===== src/design/reset_defs.svh =====
`ifndef RESET_DEFS_SVH
`define RESET_DEFS_SVH

// ****************************************************************
// Register offsets (byte addresses)
// ****************************************************************
`define OFS_CAUSE 8'h00
`define OFS_WDCTRL 8'h04
`define OFS_STATUS 8'h08

// ****************************************************************
// Field positions
// ****************************************************************
`define BIT_DEBUG_FLAG 4
`define BIT_WDT_FLAG 3
`define BIT_BROWNOUT_FLAG 2
`define BIT_PIN_FLAG 1
`define BIT_POWER_FLAG 0
`define BIT_TURNOFF 4
`define BIT_WD_ENABLE 3
`define PRESCALE_MSB 2
`define PRESCALE_LSB 0

// ****************************************************************
// Reset values
// ****************************************************************
`define CAUSE_RESET 5'h00
`define WDCTRL_RESET 5'h00

// ****************************************************************
// Timing
// ****************************************************************
`define CLK_SYS_HZ 10000000
`define WDT_OSC_HZ 1000000
`define WDT_OSC_DIV (`CLK_SYS_HZ / `WDT_OSC_HZ)
`define BOD_MIN_NS 2000
`define BOD_MIN_CYC ((`BOD_MIN_NS * (`CLK_SYS_HZ / 1000000) + 999) / 1000)
`define TOE_HOLD_CYC 4
`define WDT_BASE_CYC 16384
`define START_BASE_CYC 16

`endif


===== src/design/reset_pkg.sv =====
package reset_pkg;

    typedef struct packed {
        logic debug;
        logic wdt;
        logic brownout;
        logic pin;
        logic power_on;
    } cause_flags_t;

    typedef struct packed {
        logic turnoff;
        logic enable;
        logic [2:0] prescale;
    } wd_ctrl_t;

    typedef enum logic [1:0] {
        SEQ_HOLD = 2'b00,
        SEQ_STRETCH = 2'b01,
        SEQ_RUN = 2'b10
    } seq_state_t;

endpackage


===== src/design/reset_source_and_watchdog.sv =====
// The placing of the registers and the APB interface to the registers are this design's own decisions.
`timescale 1ns/1ps
`default_nettype none
`include "reset_defs.svh"

// Function
// - Hold reset while power-on detector is low, then stretch by startup delay.
// - Power-on detector falling again reasserts reset at once, no counting.
// - Low reset pin forces internal reset asynchronously, even without clock.
// - After the reset pin rises, run the startup delay before release.
// - Brownout level select picks 2.7V unprogrammed, 4.0V programmed.
// - Enabled brownout asserts reset at once; release after startup delay.
// - Brownout counts only if low supply lasts longer than minimum period.
// - Watchdog timeout gives a one-cycle pulse; delay starts after it.
// - Debug reset flag bit 4 set by debug request; cleared by POR/zero.
// - Watchdog flag bit 3 set on watchdog reset; cleared by POR/zero.
// - Brownout flag bit 2 set on brownout reset; cleared by POR/zero.
// - Pin flag bit 1 set on pin reset; cleared by POR/zero write.
// - Power-on flag bit 0 set on POR; only a zero write clears it.
// - Bandgap on when brownout enabled, comparator select, or converter on.
// - Watchdog counts 1 MHz oscillator ticks; restart clears the counter.
// - Watchdog counter also cleared when disabled and during chip reset.
// - Timeout without restart while enabled causes a watchdog reset.
// - Turn-off enable bit clears itself four clocks after written one.
// - Enable write one sets; zero only clears while turn-off bit is one.
// - Prescale code sets timeout, 16384 doubling to 2097152 oscillator cycles.
// - Watchdog control bits 7 to 5 read as zero.
// - Startup delay length chosen by an external clock-source setting.
module reset_source_and_watchdog
    import reset_pkg::*;
#(
    parameter int ADDR_W = 8,
    parameter int WDT_W = 22,
    parameter int WDT_BASE = `WDT_BASE_CYC,
    parameter int START_W = 16,
    parameter int START_BASE = `START_BASE_CYC
) (
    input wire logic clk_sys,
    input wire logic rst,
    input wire logic psel,
    input wire logic penable,
    input wire logic pwrite,
    input wire logic [ADDR_W-1:0] paddr,
    input wire logic [31:0] pwdata,
    output logic [31:0] prdata,
    output logic pready,
    output logic pslverr,
    input wire logic rst_pin_n,
    input wire logic por_low,
    input wire logic brownout_detector,
    input wire logic brownout_enable_setting,
    input wire logic brownout_level_select,
    input wire logic debug_reset_req,
    input wire logic watchdog_restart,
    input wire logic comparator_bandgap_select,
    input wire logic converter_enable,
    input wire logic [1:0] startup_delay_select,
    output logic chip_reset,
    output logic wdt_reset_pulse,
    output logic bandgap_enable,
    output logic brownout_level_high
);

    // ****************************************************************
    // Elaboration checks
    // ****************************************************************
    localparam int OSC_DIV = `WDT_OSC_DIV;
    localparam int BOD_MIN = `BOD_MIN_CYC;

    generate
        if (ADDR_W < 4 || ADDR_W > 32) begin : g_bad_addr
            $error("address width out of range");
        end
        if ((longint'(WDT_BASE) << 7) >= (longint'(1) << WDT_W)) begin : g_bad_wdt
            $error("watchdog counter too narrow for longest timeout");
        end
        if ((longint'(START_BASE) << 6) >= (longint'(1) << START_W)) begin : g_bad_st
            $error("startup counter too narrow for longest delay");
        end
        if (WDT_BASE < 1 || START_BASE < 1 || OSC_DIV < 1 || OSC_DIV > 255) begin : g_bad
            $error("timing parameters out of range");
        end
    endgenerate

    // ****************************************************************
    // Declarations
    // ****************************************************************
    cause_flags_t cause;
    cause_flags_t next_cause;
    wd_ctrl_t wd_ctrl;
    wd_ctrl_t next_wd_ctrl;
    seq_state_t state;
    seq_state_t next_state;
    logic pin_pending;
    logic [START_W-1:0] delay_cnt;
    logic [START_W-1:0] next_delay_cnt;
    logic [START_W-1:0] delay_len;
    logic [7:0] bod_cnt;
    logic bod_valid;
    logic [7:0] osc_div;
    logic osc_tick;
    logic [WDT_W-1:0] wdt_cnt;
    logic [WDT_W-1:0] wdt_limit;
    logic wdt_expire;
    logic [2:0] toe_cnt;
    logic any_src;
    logic next_chip_reset;
    logic access;
    logic wr_fire;
    logic sel_cause;
    logic sel_wdctrl;
    logic sel_status;
    logic addr_hit;
    logic [31:0] rd_mux;
    logic [4:0] wr_bits;
    logic toe_write;
    logic en_write_zero;

    // ****************************************************************
    // APB decode
    // ****************************************************************
    assign access = psel && penable && !pready;
    assign wr_fire = psel && penable && pready && pwrite;
    assign sel_cause = (paddr == ADDR_W'(`OFS_CAUSE));
    assign sel_wdctrl = (paddr == ADDR_W'(`OFS_WDCTRL));
    assign sel_status = (paddr == ADDR_W'(`OFS_STATUS));
    assign addr_hit = sel_cause || sel_wdctrl || sel_status;
    assign wr_bits = pwdata[4:0];

    // Upper bits of the watchdog control word are not stored at all
    assign rd_mux = sel_cause ? {27'h0000000, cause} :
                    sel_wdctrl ? {27'h0000000, wd_ctrl} :
                    sel_status ? {29'h0000000, state, chip_reset} :
                    32'h00000000;

    // One wait state keeps prdata and pready registered
    always_ff @(posedge clk_sys) begin
        if (rst) begin
            pready <= 1'b0;
            pslverr <= 1'b0;
            prdata <= 32'h00000000;
        end else begin
            pready <= access;
            pslverr <= access && !addr_hit;
            prdata <= access ? (pwrite ? 32'h00000000 : rd_mux) : prdata;
        end
    end

    // ****************************************************************
    // Reset sources
    // ****************************************************************
    // Pin low is caught asynchronously so a stopped clock still resets
    always_ff @(posedge clk_sys or negedge rst_pin_n) begin
        if (!rst_pin_n) begin
            pin_pending <= 1'b1;
        end else begin
            pin_pending <= 1'b0;
        end
    end

    // Short supply dips never reach the sequencer
    always_ff @(posedge clk_sys) begin
        if (rst || !brownout_detector || !brownout_enable_setting) begin
            bod_cnt <= 8'h00;
        end else if (bod_cnt != 8'(BOD_MIN)) begin
            bod_cnt <= bod_cnt + 8'h01;
        end
    end

    assign bod_valid = brownout_enable_setting && brownout_detector &&
                       (bod_cnt == 8'(BOD_MIN));

    assign any_src = por_low || pin_pending || bod_valid ||
                     debug_reset_req || wdt_reset_pulse;

    // ****************************************************************
    // Reset sequencer
    // ****************************************************************
    assign delay_len = START_W'(START_BASE) << {startup_delay_select, 1'b0};

    // Any active source reloads the delay, so a new dip restarts it
    assign next_delay_cnt = any_src ? delay_len :
                            (delay_cnt != '0) ? delay_cnt - 1'b1 :
                            delay_cnt;
    assign next_chip_reset = any_src || (delay_cnt != '0);
    assign next_state = any_src ? SEQ_HOLD :
                        (delay_cnt != '0) ? SEQ_STRETCH : SEQ_RUN;

    always_ff @(posedge clk_sys or negedge rst_pin_n) begin
        if (!rst_pin_n) begin
            chip_reset <= 1'b1;
        end else if (rst) begin
            chip_reset <= 1'b1;
        end else begin
            chip_reset <= next_chip_reset;
        end
    end

    always_ff @(posedge clk_sys) begin
        if (rst) begin
            delay_cnt <= '0;
            state <= SEQ_HOLD;
        end else begin
            delay_cnt <= next_delay_cnt;
            unique case (next_state)
                SEQ_HOLD: state <= SEQ_HOLD;
                SEQ_STRETCH: state <= SEQ_STRETCH;
                SEQ_RUN: state <= SEQ_RUN;
            endcase
        end
    end

    // ****************************************************************
    // Reset cause flags
    // ****************************************************************
    // Hardware set wins over a software clear in the same cycle
    always_comb begin
        next_cause = cause;
        if (wr_fire && sel_cause) begin
            next_cause = cause & wr_bits;
        end
        if (por_low) begin
            next_cause.debug = 1'b0;
            next_cause.wdt = 1'b0;
            next_cause.brownout = 1'b0;
            next_cause.pin = 1'b0;
        end
        if (debug_reset_req) begin
            next_cause.debug = 1'b1;
        end
        if (wdt_reset_pulse) begin
            next_cause.wdt = 1'b1;
        end
        if (bod_valid) begin
            next_cause.brownout = 1'b1;
        end
        if (pin_pending) begin
            next_cause.pin = 1'b1;
        end
        if (por_low) begin
            next_cause.power_on = 1'b1;
        end
    end

    always_ff @(posedge clk_sys) begin
        if (rst) begin
            cause <= `CAUSE_RESET;
        end else begin
            cause <= next_cause;
        end
    end

    // ****************************************************************
    // Watchdog control register
    // ****************************************************************
    assign toe_write = wr_fire && sel_wdctrl && wr_bits[`BIT_TURNOFF];
    assign en_write_zero = wr_fire && sel_wdctrl && !wr_bits[`BIT_WD_ENABLE];

    always_comb begin
        next_wd_ctrl = wd_ctrl;
        if (wr_fire && sel_wdctrl) begin
            next_wd_ctrl.prescale = wr_bits[`PRESCALE_MSB:`PRESCALE_LSB];
            if (wr_bits[`BIT_WD_ENABLE]) begin
                next_wd_ctrl.enable = 1'b1;
            end else if (wd_ctrl.turnoff) begin
                next_wd_ctrl.enable = 1'b0;
            end
        end
        if (toe_write) begin
            next_wd_ctrl.turnoff = 1'b1;
        end else if (wd_ctrl.turnoff && toe_cnt == 3'(`TOE_HOLD_CYC - 1)) begin
            next_wd_ctrl.turnoff = 1'b0;
        end
    end

    // Register returns to defaults while the chip is held in reset
    always_ff @(posedge clk_sys) begin
        if (rst || chip_reset) begin
            wd_ctrl <= `WDCTRL_RESET;
            toe_cnt <= 3'h0;
        end else begin
            wd_ctrl <= next_wd_ctrl;
            toe_cnt <= toe_write ? 3'h0 :
                       wd_ctrl.turnoff ? toe_cnt + 3'h1 : 3'h0;
        end
    end

    // ****************************************************************
    // Watchdog timer
    // ****************************************************************
    // Oscillator modelled as a tick divided from the system clock
    assign osc_tick = (osc_div == 8'(OSC_DIV - 1));

    always_ff @(posedge clk_sys) begin
        if (rst || osc_tick) begin
            osc_div <= 8'h00;
        end else begin
            osc_div <= osc_div + 8'h01;
        end
    end

    assign wdt_limit = WDT_W'(WDT_BASE) << wd_ctrl.prescale;
    assign wdt_expire = wd_ctrl.enable && osc_tick &&
                        (wdt_cnt == wdt_limit - 1'b1);

    always_ff @(posedge clk_sys) begin
        if (rst || chip_reset || !wd_ctrl.enable) begin
            wdt_cnt <= '0;
        end else if (watchdog_restart || wdt_expire) begin
            wdt_cnt <= '0;
        end else if (osc_tick) begin
            wdt_cnt <= wdt_cnt + 1'b1;
        end
    end

    // A restart in the expiry cycle wins and no pulse is made
    always_ff @(posedge clk_sys) begin
        if (rst) begin
            wdt_reset_pulse <= 1'b0;
        end else begin
            wdt_reset_pulse <= wdt_expire && !watchdog_restart && !chip_reset;
        end
    end

    // ****************************************************************
    // Reference and level outputs
    // ****************************************************************
    always_ff @(posedge clk_sys) begin
        if (rst) begin
            bandgap_enable <= 1'b0;
            brownout_level_high <= 1'b0;
        end else begin
            bandgap_enable <= brownout_enable_setting ||
                              comparator_bandgap_select ||
                              converter_enable;
            brownout_level_high <= brownout_level_select;
        end
    end

endmodule
`default_nettype wire


===== config.mk =====
export PLATFORM = sky130hd
export DESIGN_NAME = reset_source_and_watchdog
export DESIGN_NICKNAME = d
export VERILOG_FILES = /design/src/design/reset_pkg.sv /design/src/design/reset_source_and_watchdog.sv
export VERILOG_INCLUDE_DIRS = /design/src /design/src/design
export SDC_FILE = /design/constraint.sdc
export NUM_CORES = 1
export LEC_CHECK = 0
export ABC_AREA = 1
export BUFFER_PORTS_ARGS = -buffer_cell sky130_fd_sc_hd__buf_2
export CAP_MARGIN = 10
export CORE_MARGIN = 8
export CORE_UTILIZATION = 30
export CTS_CLUSTER_DIAMETER = 80
export DETAILED_ROUTE_END_ITERATION = 8
export PLACE_DENSITY = 0.45
export REMOVE_ABC_BUFFERS = 1
export SETUP_SLACK_MARGIN = 0.1
export SYNTH_ARGS = -nofsm -noshare
export SYNTH_HDL_FRONTEND = slang
export SYNTH_SLANG_ARGS = --single-unit

===== constraint.sdc =====
create_clock -name clk_sys -period 1.7 [get_ports clk_sys]
set_input_delay 0.255 -clock clk_sys [delete_from_list [all_inputs] [get_ports clk_sys]]
set_output_delay 0.255 -clock clk_sys [all_outputs]
set_load 0.01 [all_outputs]

==> results of run 1 <==
-- what timing repair did --
item | CTS | global route
pin swaps | 5 | 12
hold buffers | 1 | 0
endpoints found under the setup margin | 30 | 39
gates cloned | 3 | 0
gates resized for setup | 18 | 42
buffers inserted | 3 | 3
endpoints found under the hold margin | 2 | 0
-- flip-flops by register name, indices dropped and copies added, names as in the netlist, 2 cells and up --
| register | cells |
|---|---|
| bod_cnt | 8 |
| cause | 5 |
| delay_cnt | 16 |
| osc_div | 8 |
| prdata | 5 |
| state | 2 |
| toe_cnt | 3 |
| wd_ctrl | 5 |
| wdt_cnt | 22 |
-- where the power goes --
part	switching [mW]	internal, mW
Combinational	0.279	0.164
Clock	0.852	1.20
Sequential	0.0230	1.93
-- worst paths after layout --
check	slack (ps)	startpoint	endpoint	depth (start not counted)
setup / recovery	150	osc_div[1]$_SDFF_PP0_	wdt_cnt[1]$_SDFFE_PP0N_	11
hold / removal	80	watchdog_restart	wdt_reset_pulse$_SDFF_PP0_	2
setup reg to reg	150	osc_div[1]$_SDFF_PP0_	wdt_cnt[1]$_SDFFE_PP0N_	11
hold reg to reg	430	toe_cnt[0]$_SDFF_PP0_	toe_cnt[0]$_SDFF_PP0_	1
max in group asynchronous	1280	rst_pin_n	pin_pending$_DFF_PN1_	2
min in group asynchronous	400	rst_pin_n	chip_reset$_DFF_PN1_	2
-- stage by stage --
stage               util (%)  hold slack, ps
CTS                     36.7            68.8
detailed placement      33.6             217
floorplan                  -             107
global route            37.9            67.0
finish                  37.9            81.5
global placement        33.6             218
-- metal layers --
| layer | track usage (%) | wire, um |
|---|---|---|
| met5 | 0 | 0 |
| met2 | 20.8 | 5340 |
| met4 | 3.11 | 95 |
| met3 | 4.18 | 450 |
| met1 | 14.0 | 4830 |
-- critical path: stages, from the launching register on --
cell	delay [ps]
dfxtp_2	330
inv_2	60
ha_4	110
nand3_2	70
nor2_4	180
nand2_2	100
inv_2	90
nand3_2	80
nor2_4	150
inv_6	100
nand2_4	110
nor2_1	50
-- cells in the mapped netlist --
cell type	number
nor3b_1	1
xnor2_1	9
buf_4	28
inv_2	3
dfstp_2	2
nor2_2	13
dfxtp_1	79
nor2_1	110
nand3_1	52
nand2_2	3
a21oi_1	32
buf_12	1
nor3_1	12
clkbuf_1	2
o21ai_1	2
nor2_4	1
o21a_1	1
conb_1	1
nand4_1	9
or2_2	4
buf_1	1
a211oi_1	2
inv_1	85
o21ai_0	18
nand3b_1	1
o22ai_1	1
a21o_1	2
xor2_1	14
and3_1	1
ha_1	8
nand2_1	145
mux2i_1	1
o31ai_1	1
nand2_8	1
-- final cells by class --
type                            count  area, um2  share of cell area [%]
Multi-Input combinational cell    475       2440                    45.1
Sequential cell                    81       1650                    30.4
Timing Repair Buffer               70        445                    8.22
Inverter                           88        342                    6.30
Clock buffer                       10        239                    4.41
Tap cell                          184        230                    4.25
Clock inverter                      6       75.1                    1.39
-- kinds of logic (layout without fill, tap and decap cells) --
group	count (synthesis)	in the layout	synth area share, %
and+or+nand+nor	353	356	34.8
other	1	28	0.0863
adders and majority gates	8	8	2.30
xor gates and xnor gates	23	23	4.64
DFF	81	81	37.6
AOI/OAI and AO/OA	59	59	7.17
muxes	1	1	0.230
buffers and inverters	120	174	13.2
==> flow_metrics.env, run 1 <==
export IMPL_route_detailed_drc=0
export IMPL_vias=4022
export IMPL_synth_seq_area_share_pct=37.6
export IMPL_cts_tree="built"
export IMPL_die_area_um2=18600
export IMPL_cp_arrival_ps=1790
export IMPL_gp_congestion=0.826
export IMPL_dr_pass1_iters=5
export IMPL_grt_max_degree=18
export IMPL_worst_slack_ps=155
export IMPL_ant_nets=0
export IMPL_ir_worst_vdd_uv=632
export IMPL_synth_cell_area_um2=4340
export IMPL_core_um2=14300
export IMPL_cts_root_buffer="clkbuf_16"
export IMPL_track_usage_pct=12.1
export IMPL_critical_path_class="flop to flop"
export IMPL_cp_max_fo=5
export IMPL_grt_pass1_vias=3908
export IMPL_status="finished clean"
export IMPL_dp_cells=888
export IMPL_clock_sinks=81
export IMPL_maxCapViolCount=0
export IMPL_synth_top_cell_by_area="dfxtp_1"
export IMPL_power_density_nw_per_um2=821
export IMPL_gr_total_overflow=0
export IMPL_timing_final_crit_share_pct=90.9
export IMPL_ys_warnings_count=0
export IMPL_clk_pin_slew_worst_paths_ps=70
export IMPL_tns_ps=0
export IMPL_dpl_hpwl_um=8040
export IMPL_power_mw=4.45
export IMPL_htree_levels=3
export IMPL_rsz0062_at_grt="yes"
export IMPL_synth_top_area_share_pct=36.4
export IMPL_syn_to_final_growth_pct=24.8
export IMPL_antenna_found_initial=0
export IMPL_std_cell_rows=44
export IMPL_min_path_type="input port to flop"
export IMPL_post_drt_wl_per_cell_um=11.7
export IMPL_mostFrequentLayoutCells="nand2_1, nor2_1, inv_1"
export IMPL_p_leak_nw=2.28
export IMPL_fillerInstances=1549
export IMPL_setup_viol=0
export IMPL_required_ps=1940
export IMPL_final_common_cell="nand2_1"
export IMPL_clkLatencyLatePin_ps=350
export IMPL_grt_pass1_wl_um=18000
export IMPL_startpoint_type="flop"
export IMPL_fin_area_um2=5420
export IMPL_synth_area_per_cell_um2=6.72
export IMPL_dpl_cell_area_um2=4810
export IMPL_worstSetupEndpointType="flop"
export IMPL_fin_nets=789
export IMPL_fin_crit_ps=1550
export IMPL_antenna_cells=0
export IMPL_skew_ps=7.59
export IMPL_drive_above_1_share_pct=21.1
export IMPL_timing_fmax_ghz=0.647
export IMPL_hold_viol_final=0
export IMPL_clock_path_buffers=2
export IMPL_die_h_um=136
export IMPL_die_x_um=136
export IMPL_synth_cell_types=34
export IMPL_port_buffers=39
export IMPL_synthTopCellsByArea="dfxtp_1, nand2_1, nor2_1"
export IMPL_ys_seq_elements=81
export IMPL_cts_buffers=9
export IMPL_initial_utilization_pct=30.3
export IMPL_drt_iter0_markers=158
export IMPL_ioPinCount=94
export IMPL_postSynthCellCount=646
export IMPL_report_final_slew_viol_count=0
export IMPL_wl_um=10700
export IMPL_post_place_ws_ps=13.7
export IMPL_viasPerCell=4.40
export IMPL_stdcell_count=914
(Power assumes the default switching activity.)
==> run 2: changes to the inputs <==
- SLEW_MARGIN: not set -> 20
- clock period: 1.7 -> 1.9 ns (I/O delays scaled with it)
==> flow_metrics.env, run 2 (synthesis results as in run 1) <==
export IMPL_rr_startpoint="osc_div[1]$_SDFF_PP0_"
export IMPL_drive_above_1_share_pct=13.0
export IMPL_maxCapViolCount=0
export IMPL_port_buffers=39
export IMPL_hold_viol_final=0
export IMPL_viasPerCell=4.31
export IMPL_post_drt_wl_per_cell_um=11.6
export IMPL_cts_buffers=9
export IMPL_clkLatencyLatePin_ps=330
export IMPL_r2r_cells=10
export IMPL_mostFrequentLayoutCells="nand2_1, nor2_1, inv_1"
export IMPL_clock_sinks=81
export IMPL_htree_levels=3
export IMPL_cts_root_buffer="clkbuf_16"
export IMPL_die_x_um=136
export IMPL_power_density_nw_per_um2=734
export IMPL_r2r_end="wdt_cnt[17]$_SDFFE_PP0N_"
export IMPL_worstSetupEndpointType="flop"
export IMPL_ant_nets=0
export IMPL_die_area_um2=18600
export IMPL_skew_ps=4.81
export IMPL_hold_path_endpoint="wdt_reset_pulse$_SDFF_PP0_"
export IMPL_report_final_slew_viol_count=0
export IMPL_fillerInstances=1576
export IMPL_fin_crit_ps=1670
export IMPL_post_place_ws_ps=179
export IMPL_min_path_type="input port to flop"
export IMPL_cp_arrival_ps=1890
export IMPL_rsz0062_at_grt="yes"
export IMPL_required_ps=2130
export IMPL_std_cell_rows=44
export IMPL_antenna_found_initial=0
export IMPL_gp_congestion=0.805
export IMPL_drt_iter0_markers=152
export IMPL_worst_slack_ps=234
export IMPL_clock_path_buffers=2
export IMPL_hold_start="watchdog_restart"
export IMPL_cp_max_fo=7
export IMPL_clk_pin_slew_worst_paths_ps=60
export IMPL_status="finished clean"
export IMPL_p_leak_nw=2.15
export IMPL_dr_pass1_iters=5
export IMPL_ir_worst_vdd_uv=357
export IMPL_regMostFlops="wdt_cnt"
export IMPL_dpl_hpwl_um=7970
export IMPL_core_um2=14300
export IMPL_fin_nets=765
export IMPL_antenna_cells=0
export IMPL_final_common_cell="nand2_1"
export IMPL_whs_path_depth=2
export IMPL_die_h_um=136
export IMPL_gr_total_overflow=0
export IMPL_grt_pass1_vias=3593
export IMPL_startpoint_type="flop"
export IMPL_setup_viol=0
export IMPL_top_regs="wdt_cnt x22, delay_cnt x16"
export IMPL_timing_final_crit_share_pct=87.7
export IMPL_wl_um=10300
export IMPL_grt_max_degree=21
export IMPL_track_usage_pct=11.1
export IMPL_rrSetupSlack_ps=230
export IMPL_largest_register_ff_count=22
export IMPL_critical_path_class="flop to flop"
export IMPL_cts_tree="built"
export IMPL_vias=3831
export IMPL_initial_utilization_pct=30.3
export IMPL_ioPinCount=94
export IMPL_tns_ps=0
export IMPL_timing_fmax_ghz=0.600
export IMPL_syn_to_final_growth_pct=15.4
export IMPL_route_detailed_drc=0
export IMPL_grt_pass1_wl_um=16600
==> run 2: power by group <==
part / internal [mW] / switching (mW) / leakage (nW)
Combinational: 0.120 / 0.230 / 1.36
Sequential: 1.73 / 0.0215 / 0.661
Clock: 0.914 / 0.662 / 0.127
Total: 2.76 / 0.914 / 2.15
==> run 2: worst max-delay path: stages, from the launching register on <==
cell and delay, ps:
dfxtp_1 330, inv_1 60, ha_1 140, nand3_1 120, nor2_4 180, buf_6 150
nand4_1 190, nor2_2 190, nand3_1 80, nand2_1 80, nor2_1 40
==> run 2: layout make-up <==
| type | instances | area (um2) | area share [%] |
|---|---|---|---|
| Multi-Input combinational cell | 473 | 2290 | 45.6 |
| Timing Repair Buffer | 48 | 269 | 5.37 |
| Clock inverter | 1 | 5.00 | 0.0999 |
| Clock buffer | 14 | 254 | 5.07 |
| Sequential cell | 81 | 1630 | 32.6 |
| Inverter | 88 | 333 | 6.64 |
| Tap cell | 184 | 230 | 4.59 |
==> run 2: routing by layer <==
metal / global-route usage [%] / vias up / routed length, um
met1: 13.7 / 1688 / 4910
met5: 0 / - / 0
met4: 4.21 / 0 / 148
met3: 2.33 / 11 / 366
li1: - / 2078 / -
met2: 18.4 / 54 / 4880
==> run 2: timing repair <==
action	CTS	global route
resized for setup	0	12
hold endpoints to repair	2	0
setup buffers	0	0
setup endpoints to repair	0	26
hold buffers	1	0
==> run 2: worst max-delay path by stage <==
stage	from	endpoint	slack, ps	cells after the start
after CTS	osc_div[1]$_SDFF_PP0_	wdt_cnt[4]$_SDFFE_PP0N_	170	11
final	osc_div[1]$_SDFF_PP0_	wdt_cnt[17]$_SDFFE_PP0N_	230	10
after detailed placement	osc_div[1]$_SDFF_PP0_	wdt_cnt[4]$_SDFFE_PP0N_	180	11
after floorplan	osc_div[0]$_SDFF_PP0_	wdt_cnt[17]$_SDFFE_PP0N_	280	10
after global routing	delay_cnt[0]$_SDFFE_PP0P_	delay_cnt[0]$_SDFFE_PP0P_	70	10
after global placement	osc_div[1]$_SDFF_PP0_	wdt_cnt[4]$_SDFFE_PP0N_	200	11
==> run 2: per-stage QoR <==
stage / area (um2) / total power, mW / std cells / utilization (%) / hold slack, ps
after floorplan: 4200 / 2.01 / 641 / - / 137
after global placement: 4690 / 2.13 / 872 / 32.8 / 251
after detailed placement: 4690 / 2.13 / 872 / 32.8 / 248
after CTS: 4960 / 3.73 / 888 / 34.6 / 115
after global routing: 5010 / 3.85 / 889 / 35.0 / 126
final: 5010 / 3.68 / 889 / 35.0 / 129
